File: src/hdl/dsz_pkg.sv
package dsz_pkg;
   // Data memory address and instruction fields
   localparam int unsigned DATA_ADDR_W    = 12;
   localparam int unsigned OPC_MSB        = 15;
   localparam int unsigned OPC_LSB        = 10;
   localparam int unsigned DEST_BIT       = 9;
   localparam int unsigned ACC_BIT        = 8;
   localparam logic [5:0]  OPC_DEC_SKIP   = 6'h0b;
   localparam logic [5:0]  OPC_DEC_FILE   = 6'h01;
   localparam logic [7:0]  IDX_LIMIT      = 8'h5f;
   localparam logic [7:0]  ACCESS_SPLIT   = 8'h60;
   localparam logic [3:0]  ACCESS_HI_BANK = 4'hf;
   // Status flag positions
   localparam int unsigned ST_C           = 0;
   localparam int unsigned ST_DC          = 1;
   localparam int unsigned ST_Z           = 2;
   localparam int unsigned ST_OV          = 3;
   localparam int unsigned ST_N           = 4;
   // Register map, byte offsets
   localparam int unsigned AXI_AW         = 8;
   localparam int unsigned IDX_W          = 3;
   localparam logic [2:0]  REG_NUM        = 3'h6;
   localparam logic [7:0]  OFS_CTRL       = 8'h00;
   localparam logic [7:0]  OFS_BANK       = 8'h04;
   localparam logic [7:0]  OFS_WREG       = 8'h08;
   localparam logic [7:0]  OFS_STATUS     = 8'h0c;
   localparam logic [7:0]  OFS_INDEX      = 8'h10;
   localparam logic [7:0]  OFS_EXEC       = 8'h14;
   localparam int unsigned CTRL_EXT_BIT   = 0;
   localparam int unsigned EXEC_FLUSH_BIT = 0;
   localparam int unsigned EXEC_CNT_LSB   = 8;
   // Reset values
   localparam logic        RST_EXT        = 1'h0;
   localparam logic [7:0]  RST_WREG       = 8'h00;
   localparam logic [4:0]  RST_STATUS     = 5'h00;
   localparam logic [11:0] RST_INDEX      = 12'h000;
   // Nop cycles after a skip
   localparam logic [1:0]  SKIP_CYC_1WORD = 2'h1;
   localparam logic [1:0]  SKIP_CYC_2WORD = 2'h2;
   localparam logic [1:0]  RESP_OKAY      = 2'h0;
   localparam logic [1:0]  RESP_SLVERR    = 2'h2;

   typedef enum logic [1:0] {DSZ_Q1, DSZ_Q2, DSZ_Q3, DSZ_Q4} dsz_phase_t;
   typedef enum logic [1:0] {DSZ_NONE, DSZ_DEC, DSZ_SKIP} dsz_kind_t;
endpackage : dsz_pkg

File: src/hdl/dsz_reg_if.sv
`timescale 1ns/1ns
interface dsz_reg_if;
   import dsz_pkg::*;
   logic             wr_stb;
   logic [IDX_W-1:0] wr_idx;
   logic [31:0]      wr_data;
   logic [3:0]       wr_be;
   logic [IDX_W-1:0] rd_idx;
   logic [31:0]      rd_data;
   modport slave (output wr_stb, wr_idx, wr_data, wr_be, rd_idx, input rd_data);
   modport core  (input wr_stb, wr_idx, wr_data, wr_be, rd_idx, output rd_data);
endinterface : dsz_reg_if

File: src/hdl/dsz_exec.sv
// Summary of operation
// RULE_01: Opcode 001011da decrements, flags left alone.
// RULE_02: Destination bit picks working or file register.
// RULE_03: Zero result discards prefetched word, runs nop.
// RULE_04: Access bit picks access bank or bank.
// RULE_05: Extended set, access bank, f<=5Fh: indexed.
// RULE_06: One word; one, two or three cycles.
// RULE_07: Opcode 000001da decrements and updates five flags.
// RULE_08: Phases: decode, read, decrement, write destination.
//
// Added by the designer: the AXI4-Lite slave port and the register offsets.
`timescale 1ns/1ns
module dsz_exec
   import dsz_pkg::*;
#(
   parameter int unsigned BANK_W = 4
)(
   input  wire logic                        clk_in,
   input  wire logic                        arst_n_in,
   // AXI4-Lite register slave
   input  wire logic [dsz_pkg::AXI_AW-1:0]  s_axil_awaddr_in,
   input  wire logic                        s_axil_awvalid_in,
   output logic                             s_axil_awready_out,
   input  wire logic [31:0]                 s_axil_wdata_in,
   input  wire logic [3:0]                  s_axil_wstrb_in,
   input  wire logic                        s_axil_wvalid_in,
   output logic                             s_axil_wready_out,
   output logic [1:0]                       s_axil_bresp_out,
   output logic                             s_axil_bvalid_out,
   input  wire logic                        s_axil_bready_in,
   input  wire logic [dsz_pkg::AXI_AW-1:0]  s_axil_araddr_in,
   input  wire logic                        s_axil_arvalid_in,
   output logic                             s_axil_arready_out,
   output logic [31:0]                      s_axil_rdata_out,
   output logic [1:0]                       s_axil_rresp_out,
   output logic                             s_axil_rvalid_out,
   input  wire logic                        s_axil_rready_in,
   // Instruction stream
   input  wire logic [15:0]                 instr_word_in,
   input  wire logic                        next_two_word_in,
   output logic                             instr_take_out,
   output logic                             flush_out,
   output logic [1:0]                       phase_out,
   // Data memory port
   output logic [dsz_pkg::DATA_ADDR_W-1:0]  fr_addr_out,
   output logic                             fr_rd_out,
   input  wire logic [7:0]                  fr_rdata_in,
   output logic                             fr_wr_out,
   output logic [7:0]                       fr_wdata_out
);
   typedef struct packed {
      // Execution pipeline
      dsz_phase_t             phase;
      dsz_kind_t              kind;
      logic                   dest;
      logic [DATA_ADDR_W-1:0] addr;
      logic [7:0]             opnd;
      logic [7:0]             res;
      logic [4:0]             flags;
      logic [1:0]             flush_cnt;
      logic                   flushing;
      logic                   take;
      logic                   rd;
      logic                   wr;
      logic [7:0]             wdata;
      // Software-visible registers
      logic                   ext_en;
      logic [BANK_W-1:0]      bank;
      logic [7:0]             wreg;
      logic [4:0]             status;
      logic [DATA_ADDR_W-1:0] index_base;
      logic [7:0]             skip_cnt;
   } dsz_exec_st_t;

   dsz_exec_st_t           q;
   dsz_exec_st_t           d;
   logic [1:0]             rst_sync_q;
   logic                   rst_n;
   logic [DATA_ADDR_W-1:0] gen_addr;
   logic [5:0]             opc;
   dsz_kind_t              kind_dec;
   logic [7:0]             diff;
   logic [4:0]             flags_calc;

   dsz_reg_if regs ();

   // Asynchronous assert, synchronous release
   always_ff @(posedge clk_in or negedge arst_n_in)
   begin
      if (!arst_n_in)
      begin
         rst_sync_q <= 2'h0;
      end
      else
      begin
         rst_sync_q <= {rst_sync_q[0], 1'b1};
      end
   end
   assign rst_n = rst_sync_q[1];

   // Register bus, answers reads one cycle and writes two cycles after the request is taken
   dsz_axil_slave u_axil (
      .clk_in      (clk_in),
      .rst_n_in    (rst_n),
      .awaddr_in   (s_axil_awaddr_in),
      .awvalid_in  (s_axil_awvalid_in),
      .awready_out (s_axil_awready_out),
      .wdata_in    (s_axil_wdata_in),
      .wstrb_in    (s_axil_wstrb_in),
      .wvalid_in   (s_axil_wvalid_in),
      .wready_out  (s_axil_wready_out),
      .bresp_out   (s_axil_bresp_out),
      .bvalid_out  (s_axil_bvalid_out),
      .bready_in   (s_axil_bready_in),
      .araddr_in   (s_axil_araddr_in),
      .arvalid_in  (s_axil_arvalid_in),
      .arready_out (s_axil_arready_out),
      .rdata_out   (s_axil_rdata_out),
      .rresp_out   (s_axil_rresp_out),
      .rvalid_out  (s_axil_rvalid_out),
      .rready_in   (s_axil_rready_in),
      .regs        (regs)
   );

   dsz_addr_gen #(
      .BANK_W (BANK_W)
   ) u_addr (
      .f_in          (instr_word_in[7:0]),
      .acc_in        (instr_word_in[ACC_BIT]),
      .ext_en_in     (q.ext_en),
      .bank_in       (q.bank),
      .index_base_in (q.index_base),
      .addr_out      (gen_addr)
   );

   // Decoded live; only the edge ending Q1 uses it
   assign opc = instr_word_in[OPC_MSB:OPC_LSB];

   always_comb
   begin
      if (opc == OPC_DEC_SKIP)
      begin
         kind_dec = DSZ_SKIP; // RULE_01
      end
      else if (opc == OPC_DEC_FILE)
      begin
         kind_dec = DSZ_DEC; // RULE_07
      end
      else
      begin
         kind_dec = DSZ_NONE;
      end
   end

   // Decrement and the flags it would produce
   // C and DC are inverted borrows, as for any subtraction
   assign diff              = q.opnd - 8'h01;
   assign flags_calc[ST_C]  = (q.opnd != 8'h00); // RULE_07
   assign flags_calc[ST_DC] = (q.opnd[3:0] != 4'h0);
   assign flags_calc[ST_Z]  = (diff == 8'h00);
   assign flags_calc[ST_OV] = (q.opnd == 8'h80);
   assign flags_calc[ST_N]  = diff[7];

   // Register read view
   // Unused bits and slots read as zero
   always_comb
   begin
      regs.rd_data = 32'h0000_0000;
      case (regs.rd_idx)
         IDX_W'(OFS_CTRL >> 2):   regs.rd_data[CTRL_EXT_BIT] = q.ext_en;
         IDX_W'(OFS_BANK >> 2):   regs.rd_data[BANK_W-1:0] = q.bank;
         IDX_W'(OFS_WREG >> 2):   regs.rd_data[7:0] = q.wreg;
         IDX_W'(OFS_STATUS >> 2): regs.rd_data[4:0] = q.status;
         IDX_W'(OFS_INDEX >> 2):  regs.rd_data[DATA_ADDR_W-1:0] = q.index_base;
         IDX_W'(OFS_EXEC >> 2):
         begin
            regs.rd_data[EXEC_FLUSH_BIT] = q.flushing;
            regs.rd_data[EXEC_CNT_LSB +: 8] = q.skip_cnt;
         end
         default:                 regs.rd_data = 32'h0000_0000;
      endcase
   end

   always_comb
   begin
      d      = q;
      d.take = 1'b0;
      d.rd   = 1'b0;
      d.wr   = 1'b0;
      // Software writes; the core's own Q4 update below takes precedence
      if (regs.wr_stb && regs.wr_be[0])
      begin
         case (regs.wr_idx)
            IDX_W'(OFS_CTRL >> 2):   d.ext_en = regs.wr_data[CTRL_EXT_BIT];
            IDX_W'(OFS_BANK >> 2):   d.bank = regs.wr_data[BANK_W-1:0];
            IDX_W'(OFS_WREG >> 2):   d.wreg = regs.wr_data[7:0];
            IDX_W'(OFS_STATUS >> 2): d.status = regs.wr_data[4:0];
            IDX_W'(OFS_INDEX >> 2):  d.index_base = regs.wr_data[DATA_ADDR_W-1:0];
            default:                 d.status = d.status;
         endcase
      end
      // One instruction cycle is four clocks, Q1 to Q4
      case (q.phase)
         DSZ_Q1:
         begin
            d.phase = DSZ_Q2;
            d.take  = 1'b1;
            if (q.flush_cnt != 2'h0)
            begin
               // Prefetched word dropped, whole cycle is a nop
               d.flushing  = 1'b1; // RULE_03
               d.flush_cnt = q.flush_cnt - 2'h1; // RULE_06
               d.kind      = DSZ_NONE;
            end
            else
            begin
               d.flushing = 1'b0;
               d.kind     = kind_dec; // RULE_08
               d.dest     = instr_word_in[DEST_BIT];
               // Operand address frozen for the rest of the cycle
               d.addr     = gen_addr; // RULE_04
               d.rd       = (kind_dec != DSZ_NONE);
            end
         end
         DSZ_Q2:
         begin
            d.phase = DSZ_Q3;
            if (q.kind != DSZ_NONE)
            begin
               // Memory answers within the read-strobe cycle
               d.opnd = fr_rdata_in; // RULE_08
            end
         end
         DSZ_Q3:
         begin
            d.phase = DSZ_Q4;
            if (q.kind != DSZ_NONE)
            begin
               // Flags formed for both forms, kept by the plain one only
               d.res   = diff; // RULE_08
               d.flags = flags_calc;
               if (q.dest)
               begin
                  d.wr    = 1'b1; // RULE_02
                  d.wdata = diff;
               end
            end
         end
         DSZ_Q4:
         begin
            d.phase = DSZ_Q1;
            if (q.kind != DSZ_NONE)
            begin
               if (!q.dest)
               begin
                  d.wreg = q.res; // RULE_02
               end
               if (q.kind == DSZ_DEC)
               begin
                  d.status = q.flags; // RULE_07
               end
               if ((q.kind == DSZ_SKIP) && (q.res == 8'h00))
               begin
                  // Nop length follows the width of the prefetched word
                  d.flush_cnt = next_two_word_in ? SKIP_CYC_2WORD : SKIP_CYC_1WORD; // RULE_06
                  d.skip_cnt  = q.skip_cnt + 8'h01; // RULE_03
               end
            end
         end
         default:
         begin
            d.phase = DSZ_Q1;
         end
      endcase
   end

   always_ff @(posedge clk_in or negedge rst_n)
   begin
      if (!rst_n)
      begin
         // Start at Q1 with nothing pending
         q            <= '0;
         q.phase      <= DSZ_Q1;
         q.kind       <= DSZ_NONE;
         q.ext_en     <= RST_EXT;
         q.wreg       <= RST_WREG;
         q.status     <= RST_STATUS;
         q.index_base <= RST_INDEX;
      end
      else
      begin
         q <= d;
      end
   end

   // All instruction-side outputs come straight from state
   assign instr_take_out = q.take;
   assign flush_out      = q.flushing;
   assign phase_out      = q.phase;
   assign fr_addr_out    = q.addr;
   assign fr_rd_out      = q.rd;
   assign fr_wr_out      = q.wr;
   assign fr_wdata_out   = q.wdata;
endmodule : dsz_exec

File: src/hdl/dsz_addr_gen.sv
`timescale 1ns/1ns
module dsz_addr_gen
   import dsz_pkg::*;
#(
   parameter int unsigned BANK_W = 4
)(
   input  wire logic [7:0]             f_in,
   input  wire logic                   acc_in,
   input  wire logic                   ext_en_in,
   input  wire logic [BANK_W-1:0]      bank_in,
   input  wire logic [DATA_ADDR_W-1:0] index_base_in,
   output logic      [DATA_ADDR_W-1:0] addr_out
);
   always_comb
   begin
      if (acc_in)
      begin
         addr_out = DATA_ADDR_W'({bank_in, f_in}); // RULE_04
      end
      else if (ext_en_in && (f_in <= IDX_LIMIT))
      begin
         addr_out = index_base_in + DATA_ADDR_W'(f_in); // RULE_05
      end
      else if (f_in < ACCESS_SPLIT)
      begin
         addr_out = DATA_ADDR_W'(f_in); // RULE_04
      end
      else
      begin
         addr_out = {ACCESS_HI_BANK, f_in}; // RULE_04
      end
   end
endmodule : dsz_addr_gen

File: src/hdl/dsz_axil_slave.sv
`timescale 1ns/1ns
module dsz_axil_slave
   import dsz_pkg::*;
(
   input  wire logic              clk_in,
   input  wire logic              rst_n_in,
   input  wire logic [AXI_AW-1:0] awaddr_in,
   input  wire logic              awvalid_in,
   output logic                   awready_out,
   input  wire logic [31:0]       wdata_in,
   input  wire logic [3:0]        wstrb_in,
   input  wire logic              wvalid_in,
   output logic                   wready_out,
   output logic [1:0]             bresp_out,
   output logic                   bvalid_out,
   input  wire logic              bready_in,
   input  wire logic [AXI_AW-1:0] araddr_in,
   input  wire logic              arvalid_in,
   output logic                   arready_out,
   output logic [31:0]            rdata_out,
   output logic [1:0]             rresp_out,
   output logic                   rvalid_out,
   input  wire logic              rready_in,
   dsz_reg_if.slave               regs
);
   typedef struct packed {
      logic             aw_have;
      logic [IDX_W-1:0] aw_idx;
      logic             aw_ok;
      logic             w_have;
      logic [31:0]      wdata;
      logic [3:0]       wstrb;
      logic             bvalid;
      logic [1:0]       bresp;
      logic             rvalid;
      logic [31:0]      rdata;
      logic [1:0]       rresp;
   } dsz_axi_st_t;

   dsz_axi_st_t q;
   dsz_axi_st_t d;
   logic        rd_ok;
   logic        do_wr;

   function automatic logic mapped(input logic [AXI_AW-1:0] a);
      mapped = (a[AXI_AW-1:IDX_W+2] == '0) && (a[IDX_W+1:2] < REG_NUM);
   endfunction : mapped

   assign awready_out  = !q.aw_have && !q.bvalid;
   assign wready_out   = !q.w_have && !q.bvalid;
   assign arready_out  = !q.rvalid;
   assign bvalid_out   = q.bvalid;
   assign bresp_out    = q.bresp;
   assign rvalid_out   = q.rvalid;
   assign rdata_out    = q.rdata;
   assign rresp_out    = q.rresp;
   assign do_wr        = q.aw_have && q.w_have && !q.bvalid;
   assign rd_ok        = mapped(araddr_in);
   assign regs.rd_idx  = araddr_in[IDX_W+1:2];
   assign regs.wr_stb  = do_wr && q.aw_ok;
   assign regs.wr_idx  = q.aw_idx;
   assign regs.wr_data = q.wdata;
   assign regs.wr_be   = q.wstrb;

   always_comb
   begin
      d = q;
      if (awvalid_in && awready_out)
      begin
         d.aw_have = 1'b1;
         d.aw_idx  = awaddr_in[IDX_W+1:2];
         d.aw_ok   = mapped(awaddr_in);
      end
      if (wvalid_in && wready_out)
      begin
         d.w_have = 1'b1;
         d.wdata  = wdata_in;
         d.wstrb  = wstrb_in;
      end
      if (do_wr)
      begin
         d.aw_have = 1'b0;
         d.w_have  = 1'b0;
         d.bvalid  = 1'b1;
         d.bresp   = q.aw_ok ? RESP_OKAY : RESP_SLVERR;
      end
      else if (q.bvalid && bready_in)
      begin
         d.bvalid = 1'b0;
      end
      if (arvalid_in && arready_out)
      begin
         d.rvalid = 1'b1;
         d.rdata  = rd_ok ? regs.rd_data : 32'h0000_0000;
         d.rresp  = rd_ok ? RESP_OKAY : RESP_SLVERR;
      end
      else if (q.rvalid && rready_in)
      begin
         d.rvalid = 1'b0;
      end
   end

   always_ff @(posedge clk_in or negedge rst_n_in)
   begin
      if (!rst_n_in)
      begin
         q <= '0;
      end
      else
      begin
         q <= d;
      end
   end
endmodule : dsz_axil_slave

File: config.mk
export PLATFORM = sky130hd
export DESIGN_NAME = dsz_exec
export DESIGN_NICKNAME = d
export VERILOG_FILES = /design/src/hdl/dsz_pkg.sv /design/src/hdl/dsz_reg_if.sv /design/src/hdl/dsz_exec.sv /design/src/hdl/dsz_addr_gen.sv /design/src/hdl/dsz_axil_slave.sv
export SDC_FILE = /design/constraint.sdc
export NUM_CORES = 1
export LEC_CHECK = 0
export ABC_AREA = 1
export BUFFER_PORTS_ARGS = -buffer_cell sky130_fd_sc_hd__buf_4
export CAP_MARGIN = 20
export CORE_MARGIN = 1.5
export CORE_UTILIZATION = 59
export DETAILED_ROUTE_END_ITERATION = 12
export GPL_TIMING_DRIVEN = 1
export PLACE_DENSITY_LB_ADDON = 0.2
export SLEW_MARGIN = 10
export SYNTH_ARGS = -nofsm -noshare
export SYNTH_HDL_FRONTEND = slang
export SYNTH_SLANG_ARGS = --single-unit
File: constraint.sdc
create_clock -name clk_in -period 6.69 [get_ports clk_in]
set_input_delay 0.3345 -clock clk_in [delete_from_list [all_inputs] [get_ports clk_in]]
set_output_delay 0.3345 -clock clk_in [all_outputs]
set_load 0.01 [all_outputs]
# [Word level (Yosys, flattened, before mapping)]
# Index checks and enable logic that the tools add are counted.
[word_totals] regBits=172 in_bits=84 out_inout_bits=67 elab_cells=148
[op_classes] addsub=4 magnitude_cmp=4 eq_ne=20 n_mux=43 bitwise=1 reduce_logical=45
[ops] cell="$mux 12" n=4
[ops] cell="$mux 37" n=1
[ops] cell="$mux 9" n=3
[ops] cell="$mux 13" n=2
[ops] cell="$mux 25" n=1
[ops] cell="$mux 2" n=9
[ops] cell="$logic_not 8->1" n=2
[ops] cell="$mux 16" n=1
[ops] cell="$mux 8" n=2
[ops] cell="$reduce_bool 2->1" n=8
[ops] cell="$logic_and 1x1->1" n=15
[ops] cell="$mux 5" n=3
[ops] cell="$add 12x8->12" n=1
[ops] cell="$eq 3x2->1 const B" n=4
[ops] cell="$logic_not 3->1" n=4
[ops] cell="$pmux 3 s4" n=1
[ops] cell="$reduce_and 2->1" n=6
[ops] cell="$eq 3x3->1 const B" n=3
[ops] cell="$mux 1" n=9
[ops] cell="$add 8x1->8 const B" n=1
[ops] cell="$eq 8x8->1 const B" n=1
[ops] cell="$le 8x7->1 const B" n=1
[ops] cell="$lt 8x7->1 const B" n=1
[ops] cell="$pmux 2 s4" n=1
[ops] cell="other kinds (22)" n=33

# [Longest topological paths before layout]
# Gate-level depths: netlist of the first run.
[depth] depth_word=8 depth_mapped=12 mapped_depth_nobuf=12

# [Cells and area by module]
# From an unflattened synthesis of the first run, not the netlist that was laid out.
[unflattened] cells_unflattened=1072 area_unflattened_um2=9008.6
[by_module_without_submodules] mod="dsz_exec" instances=1 cells_per_inst=521 area_per_inst_um2=4474.3 seq_area_each_um2=2277.2
[by_module_without_submodules] mod="dsz_axil_slave" instances=1 cells_per_inst=426 area_per_inst_um2=3841.2 seq_area_each_um2=1951.9
[by_module_without_submodules] mod="dsz_addr_gen" instances=1 cells_per_inst=125 area_per_inst_um2=693.2 seq_area_each_um2=0.0

# [Worst setup path after synthesis of the first run]
# No wires, ideal clock.
[synth_path] path_type="register to register" start="register q[8] (netlist bit)" end="register q (netlist bit fr_addr_out[6])" setup_ns=0.123 arrival_ns=1.610 t_required_ns=6.567 path_slack_ns=4.957 path_stages_with_launch=9 n_path_buf=0 period_less_slack_ns=1.733 path_cell_list="dfrtp_1 ha_1 fa_1 nand3_1 nand3_1 a21oi_1 nor2_1 o21ai_0 nand2_1"
[synth_via] elab_chain_len=3
[synth_rtl] element="start: declaration" line="dsz_exec.sv:75" text="dsz_exec_st_t q;"
[synth_rtl] element="$add 12x8->12" line="dsz_addr_gen.sv:22" text="addr_out = index_base_in + DATA_ADDR_W'(f_in);"
[synth_rtl] element="$mux 12" line="dsz_addr_gen.sv:20" text="else if (ext_en_in && (f_in <= IDX_LIMIT))"
[synth_rtl] element="$mux 12" line="dsz_addr_gen.sv:16" text="if (acc_in)"
# No other way between the ends.
# A chain may end at the register's enable or synchronous reset.

# [Worst setup path in the final report of the first run]
[layout_path] start="register q (netlist bit phase_out[0])" end="register q (netlist bit fr_addr_out[11])"
[layout_via] elab_chain_len=2
[layout_rtl] element="$logic_not 2->1" line="dsz_exec.sv:203" text="case (q.phase)"
[layout_rtl] element="$reduce_and 2->1 (no source line)"
# No other way between the ends.

==> impl_metrics.toml, run 1 <==
[outcome]
outcome = "finished, final reports clean"

[routing]
vias = 5552
wire_per_inst_um = 14.8
dr.pass1.iters = 5
avgViaCountPerCell = 5.31
drcViolationCount = 0
drt_wl_total_mm = 15.5
drt_iter0_drc = 387
final_antenna_net_count = 0

[synthesis]
yosysTopAreaCell = "dfrtp_1"
synth_area_leaders = "dfrtp_1, nand2_1, buf_4, inv_1, o21ai_0"
synth_cell_types = 49
synth_warnings = 0
ys_seq_elements = 130
synth_edf_count = 0
avgSynthCellArea_um2 = 8.47
synth_top_cell_area_share_pct = 46.9
async_flop_share_pct = 100
ys.flop_type = "dfrtp_1"
syn_area_um2 = 6940
synthCells = 819
synth_seq_area_share_pct = 46.9

[die]
die_h_um = 111
core_um2 = 11500
pin_count = 151
start_util_pct = 60.5
dieArea_um2 = 12400
die_width_um = 111
rows = 39

[clock_tree]
tritoncts = "done"
clkSlewWorstSetupHoldPaths_ps = 60
cts.sinks = 130
cts.htree.levels = 4
clock_path_buffers = 2
numCtsBuffers = 17
post_cts_buffers = 0
clock_latency_ps = 420
root_buffer = "clkbuf_16"

[pwr]
leakage_nw = 4.27
p_per_area_nw_per_um2 = 349
irDropWorstVdd_mv = 0.239

[worst_setup_path]
path_class = "flip-flop to flip-flop"
critical_path.startpoint = "phase_out[0]"
cp_max_fo = 16
r2r_start = "phase_out[0]"
worst_setup_path_start_kind = "flip-flop"
cp-endpoint = "fr_addr_out[11]"
r2r_end = "fr_addr_out[11]"
rr_worst_depth = 7
cp.required_ps = 7000
endpoint_kind = "flip-flop"
crit_arrival_ps = 2710
rrSetupSlack_ps = 4290

[finish]
design_area_um2 = 8030
areaGrowthSynthToFinish_pct = 15.6
layout_commonest_cell = "nand2_1"
diodes = 0
drive_above_1_share_pct = 19.8
finalNetCount = 992
seq_area_um2 = 3260
fillers = 922
final_cells = 1045
final_cell_mix = "nand2_1, dfrtp_1, buf_4"
multiInputGateArea_um2 = 2800

[sta]
period_share_pct = 35.9
timing.slew.headroom_pct = 50.6
finClkSkew_ps = 6.77
tightest_slew_ps = 739
rsz0062_at_grt = "false"
min_period_ps = 2400
max_freq_mhz = 416
tns_ps = 0
maxSlewViolCount = 0
final_hold_viol_count = 0
hold_ws_ps = 86.9
setup_viol = 0

[global_routing]
grt_pass1_vias = 5418
grt_pass1_wl_mm = 25.7
track_usage_pct = 26.0
grt_max_degree = 79
grt_overflow = 0
antenna_found_initial = 0

[placement]
hpwl_mm = 11.3
portBuffers = 105
placed_area_um2 = 7440
dp.cells = 1012
finalWeightedCongestion = 0.880

[hold_path]
worstHoldPathType = "input port to flip-flop"
worstHoldStart = "s_axil_bready_in"

[flow_run]
maxCapViolCount = 0
[per-layer routing]
layer / part of all wire [%] / GRT usage [%]
met5: 0 / 0
met1: 44 / 34.1
met2: 49 / 42.4
met4: 2.5 / 10.2
met3: 5.0 / 5.93
[final cells by class]
class                   instances  share of cell area [%]
inverters                     107                    5.07
multi-input cells             526                    34.9
clock inverters                 5                   0.624
repair buffers                108                    10.3
well taps                     143                    2.23
clock buffers                  26                    6.34
flip-flops and latches        130                    40.6
[report_power, final]
group	switching (W)	internal, W	total (W)
logic	0.000470	0.000312	0.000782
clock network	0.000328	0.000555	0.000883
registers	0.000151	0.000985	0.00114
[worst max-delay path, cell delays in order, from the launching register on]
cell and delay (ps):
dfrtp_1 410, inv_1 100, ha_1 280, nand2_1 430, inv_1 580, nand2_1 170
a21oi_1 220, a21oi_1 100
[worst min-delay path by stage]
stage,end,cells after the start,slack (ps)
finish,u_axil.bvalid_out,2,90
floorplan,rst_sync_q[0],0,40
CTS,u_axil.q[75],2,80
global route,u_axil.q[75],2,90
global placement,rst_sync_q[0],1,120
detailed placement,rst_sync_q[0],1,120
[timing repair]
item	4_1_cts	5_1_grt
hold buffers	1	0
hold endpoints to repair	2	0
resized for setup	0	0
[synth_stat cells (2+ instances only)]
library cell	instances
nand2_2	8
conb_1	2
o22ai_1	4
buf_4	60
inv_2	8
dfrtp_1	130
nor3_1	7
mux2_2	5
nand2_1	166
nor2_1	62
nand4_1	8
buf_2	6
o2111ai_1	2
o211ai_2	2
o21ai_0	51
nor2_2	5
nand3_1	44
o211ai_1	8
a22o_1	7
ha_1	17
clkbuf_1	3
xor2_1	14
o21ai_1	26
buf_6	3
a21oi_1	44
nor4_1	2
nor2_4	2
inv_1	98
o21ai_2	2
a31oi_1	2
nand3_2	2
nand2_4	2
[cells by family after synthesis]
kind of cell | count (synthesis) | share of synthesized area (%)
adder cells (fa/ha/maj) | 18 | 3.35
AO/OA/AOI/OAI | 153 | 12.6
flip-flops | 130 | 46.9
XOR/XNOR | 15 | 1.89
AND/OR/NAND/NOR | 315 | 20.4
buffers and inverters | 180 | 13.7
other | 2 | 0.108
multiplexers | 6 | 1.03
[flip-flops by register name, summed over array words and instances (netlist names), 2 cells and up]
| name | flops |
|---|---|
| q | 63 |
| u_axil.regs.wr_idx | 3 |
| fr_wdata_out | 8 |
| u_axil.regs.wr_data | 12 |
| phase_out | 2 |
| u_axil.q | 3 |
| u_axil.rdata_out | 16 |
| fr_addr_out | 12 |
| rst_sync_q | 2 |
[through the flow]
step	utilization [%]	total power, W	worst slack (ps)
global route	70.0	0.00296	4150
CTS	69.8	0.00281	4320
detailed placement	64.9	0.00192	4330
global placement	64.9	0.00189	4340
floorplan	-	0.00170	2800
finish	70.0	0.00280	4290
Power figures use the tool's default switching activity.
==> run 2: changes to the inputs <==
--- a/config.mk
+++ b/config.mk
@@ -9,7 +9,7 @@
 export BUFFER_PORTS_ARGS = -buffer_cell sky130_fd_sc_hd__buf_4
 export CAP_MARGIN = 20
 export CORE_MARGIN = 1.5
-export CORE_UTILIZATION = 59
+export CORE_UTILIZATION = 55
 export DETAILED_ROUTE_END_ITERATION = 12
 export GPL_TIMING_DRIVEN = 1
 export PLACE_DENSITY_LB_ADDON = 0.2
==> constraint.sdc (replaced) <==
create_clock -name clk_in -period 2.25 [get_ports clk_in]
set_input_delay 0.1125 -clock clk_in [delete_from_list [all_inputs] [get_ports clk_in]]
set_output_delay 0.1125 -clock clk_in [all_outputs]
set_load 0.01 [all_outputs]
==> run 2 against run 1 <==
Effect of this change: worst hold slack got worse by 73 ps; non-clock buffer count rose by 38; utilization decreased by 0.31 points; count of clock-buffer cells in the layout is 4 lower; sequential share of layout area decreased by 2.1 points; critical path depth is 1 higher; die area rose by 7.1%; first-iteration DRC count grew 7.5%; sequential power rose to 3.0 times the previous value; routed wire length rose by 6.2%; clock skew decreased by 1.2 ps; combinational power grew to 3.1 times the previous value; largest cell class unchanged; highest routed layer unchanged.
==> impl_metrics.toml, run 2 (same netlist as run 1, synthesis figures left out) <==
[die]
pin_count = 151
dieArea_um2 = 13300
rows = 40
start_util_pct = 57.1
core_um2 = 12200
die_width_um = 115
die_h_um = 115

[worst_setup_path]
cp.required_ps = 2560
path_class = "flip-flop to flip-flop"
critPathSlowestCell = "fa_1"
crit_path_frequent_cell = "nand3_1"
cp_max_fo = 3
worstPathCellList = "ha_1 > fa_1 > nand3_1 > nand3_1 > a21oi_1 > nor2_1 > o21ai_0 > nand2_1"
endpoint_kind = "flip-flop"
worst_setup_path_start_kind = "flip-flop"
cpPeakStageDelay_ps = 440
crit_arrival_ps = 2240

[finish]
areaGrowthSynthToFinish_pct = 22.1
design_area_um2 = 8470
final_cell_mix = "nand2_1, dfrtp_1, buf_4"
drive_above_1_share_pct = 19.8
layout_commonest_cell = "nand2_1"
diodes = 0
largest_register_ffs = 63
regMostFlops = "q"
finalNetCount = 1030

[clock_tree]
cts.sinks = 130
numCtsBuffers = 17
clock_latency_ps = 420
root_buffer = "clkbuf_16"
clkSlewWorstSetupHoldPaths_ps = 60
tritoncts = "done"
cts.htree.levels = 4
post_cts_resized = 0
clock_path_buffers = 2

[flow_run]
maxCapViolCount = 0

[sta]
period_share_pct = 85.9
hold_ws_ps = 13.5
tns_ps = 0
maxSlewViolCount = 0
rsz0062_at_grt = "false"
finClkSkew_ps = 5.54
fin_ws_ps = 318
tightest_slew_ps = 767
setup_viol = 0
max_freq_mhz = 517
timing.slew.headroom_pct = 48.8
final_hold_viol_count = 0
min_period_ps = 1930

[routing]
final_antenna_net_count = 0
avgViaCountPerCell = 5.14
drt_iter0_drc = 416
drcViolationCount = 0
vias = 5698
wire_per_inst_um = 14.8
dr.pass1.iters = 5
drt_wl_total_mm = 16.5

[pwr]
leakage_nw = 4.45
irDropWorstVdd_mv = 0.696
p_per_area_nw_per_um2 = 1010
power_w = 0.00857

[global_routing]
grt_max_degree = 51
antenna_found_initial = 0
grt_pass1_vias = 5631
grt_overflow = 0
grt_pass1_wl_mm = 26.8
track_usage_pct = 26.5

[placement]
finalWeightedCongestion = 0.872
pre_cts_ws_ps = 322
placed_area_um2 = 7520
portBuffers = 105
hpwl_mm = 11.8

[outcome]
outcome = "finished, final reports clean"

[hold_path]
worstHoldPathType = "input port to flip-flop"
## run 2: cell types whose count changed in the layout (fill, tap and decap cells not counted), sizes merged
cell | previous run | this run
buf | 107 | 110
bufinv | 1 | 2
clkbuf | 26 | 22
clkinv | 5 | 8
clkinvlp | 0 | 1
dlygate4sd3 | 1 | 36
## run 2: where the power goes
part | total, W | internal [W] | switching [W]
sequential | 0.00338 | 0.00293 | 0.000449
combinational | 0.00245 | 0.00100 | 0.00144
clock | 0.00274 | 0.00174 | 0.00101
## run 2: final timing paths
check                                 start              to  slack [ps]  cells past startpoint
max reg2reg                            q[8]  fr_addr_out[6]         320                      8
max                                    q[8]  fr_addr_out[6]         320                      8
min in group asynchronous     rst_sync_q[1]           q[23]         360                      0
max in group asynchronous     rst_sync_q[1]            q[5]        1210                      1
min                        instr_word_in[3]  fr_addr_out[3]          10                      3
min reg2reg                   rst_sync_q[0]   rst_sync_q[1]         350                      0
## run 2: what timing repair did
item,in CTS,in global routing
hold buffers,36,0
hold endpoints to repair,35,0
setup buffers,0,0
## run 2: critical path, delay by kind of cell (launching register included)
| kind | cells | cell delay [ps] |
|---|---|---|
| adder cells (fa/ha/maj) | 2 | 680 |
| AND/OR/NAND/NOR | 4 | 360 |
| AO/OA/AOI/OAI | 2 | 370 |
| flip-flops | 1 | 410 |
## run 2: routing by layer
metal  wire (um)  share of wire, %  track usage [%]
met5           0                 0                0
met4         470               2.9             10.6
met3         716               4.3             5.17
met2        8020                49             44.6
met1        7260                44             33.6
## run 2: through the flow
step                      utilization, %  std cells
after floorplan                        -        836
final                               69.7       1109
after global placement              61.9       1041
after global routing                69.7       1109
after CTS                           69.7       1109
after detailed placement            61.9       1041
## run 2: area by class of cell
cell class,instances,area (um^2)
well taps,168,210
fillers,991,3690
repair buffers,146,1210
flip-flops and latches,130,3260
clock inverters,10,106
clock buffers,22,484
inverters,107,407
multi-input cells,526,2800
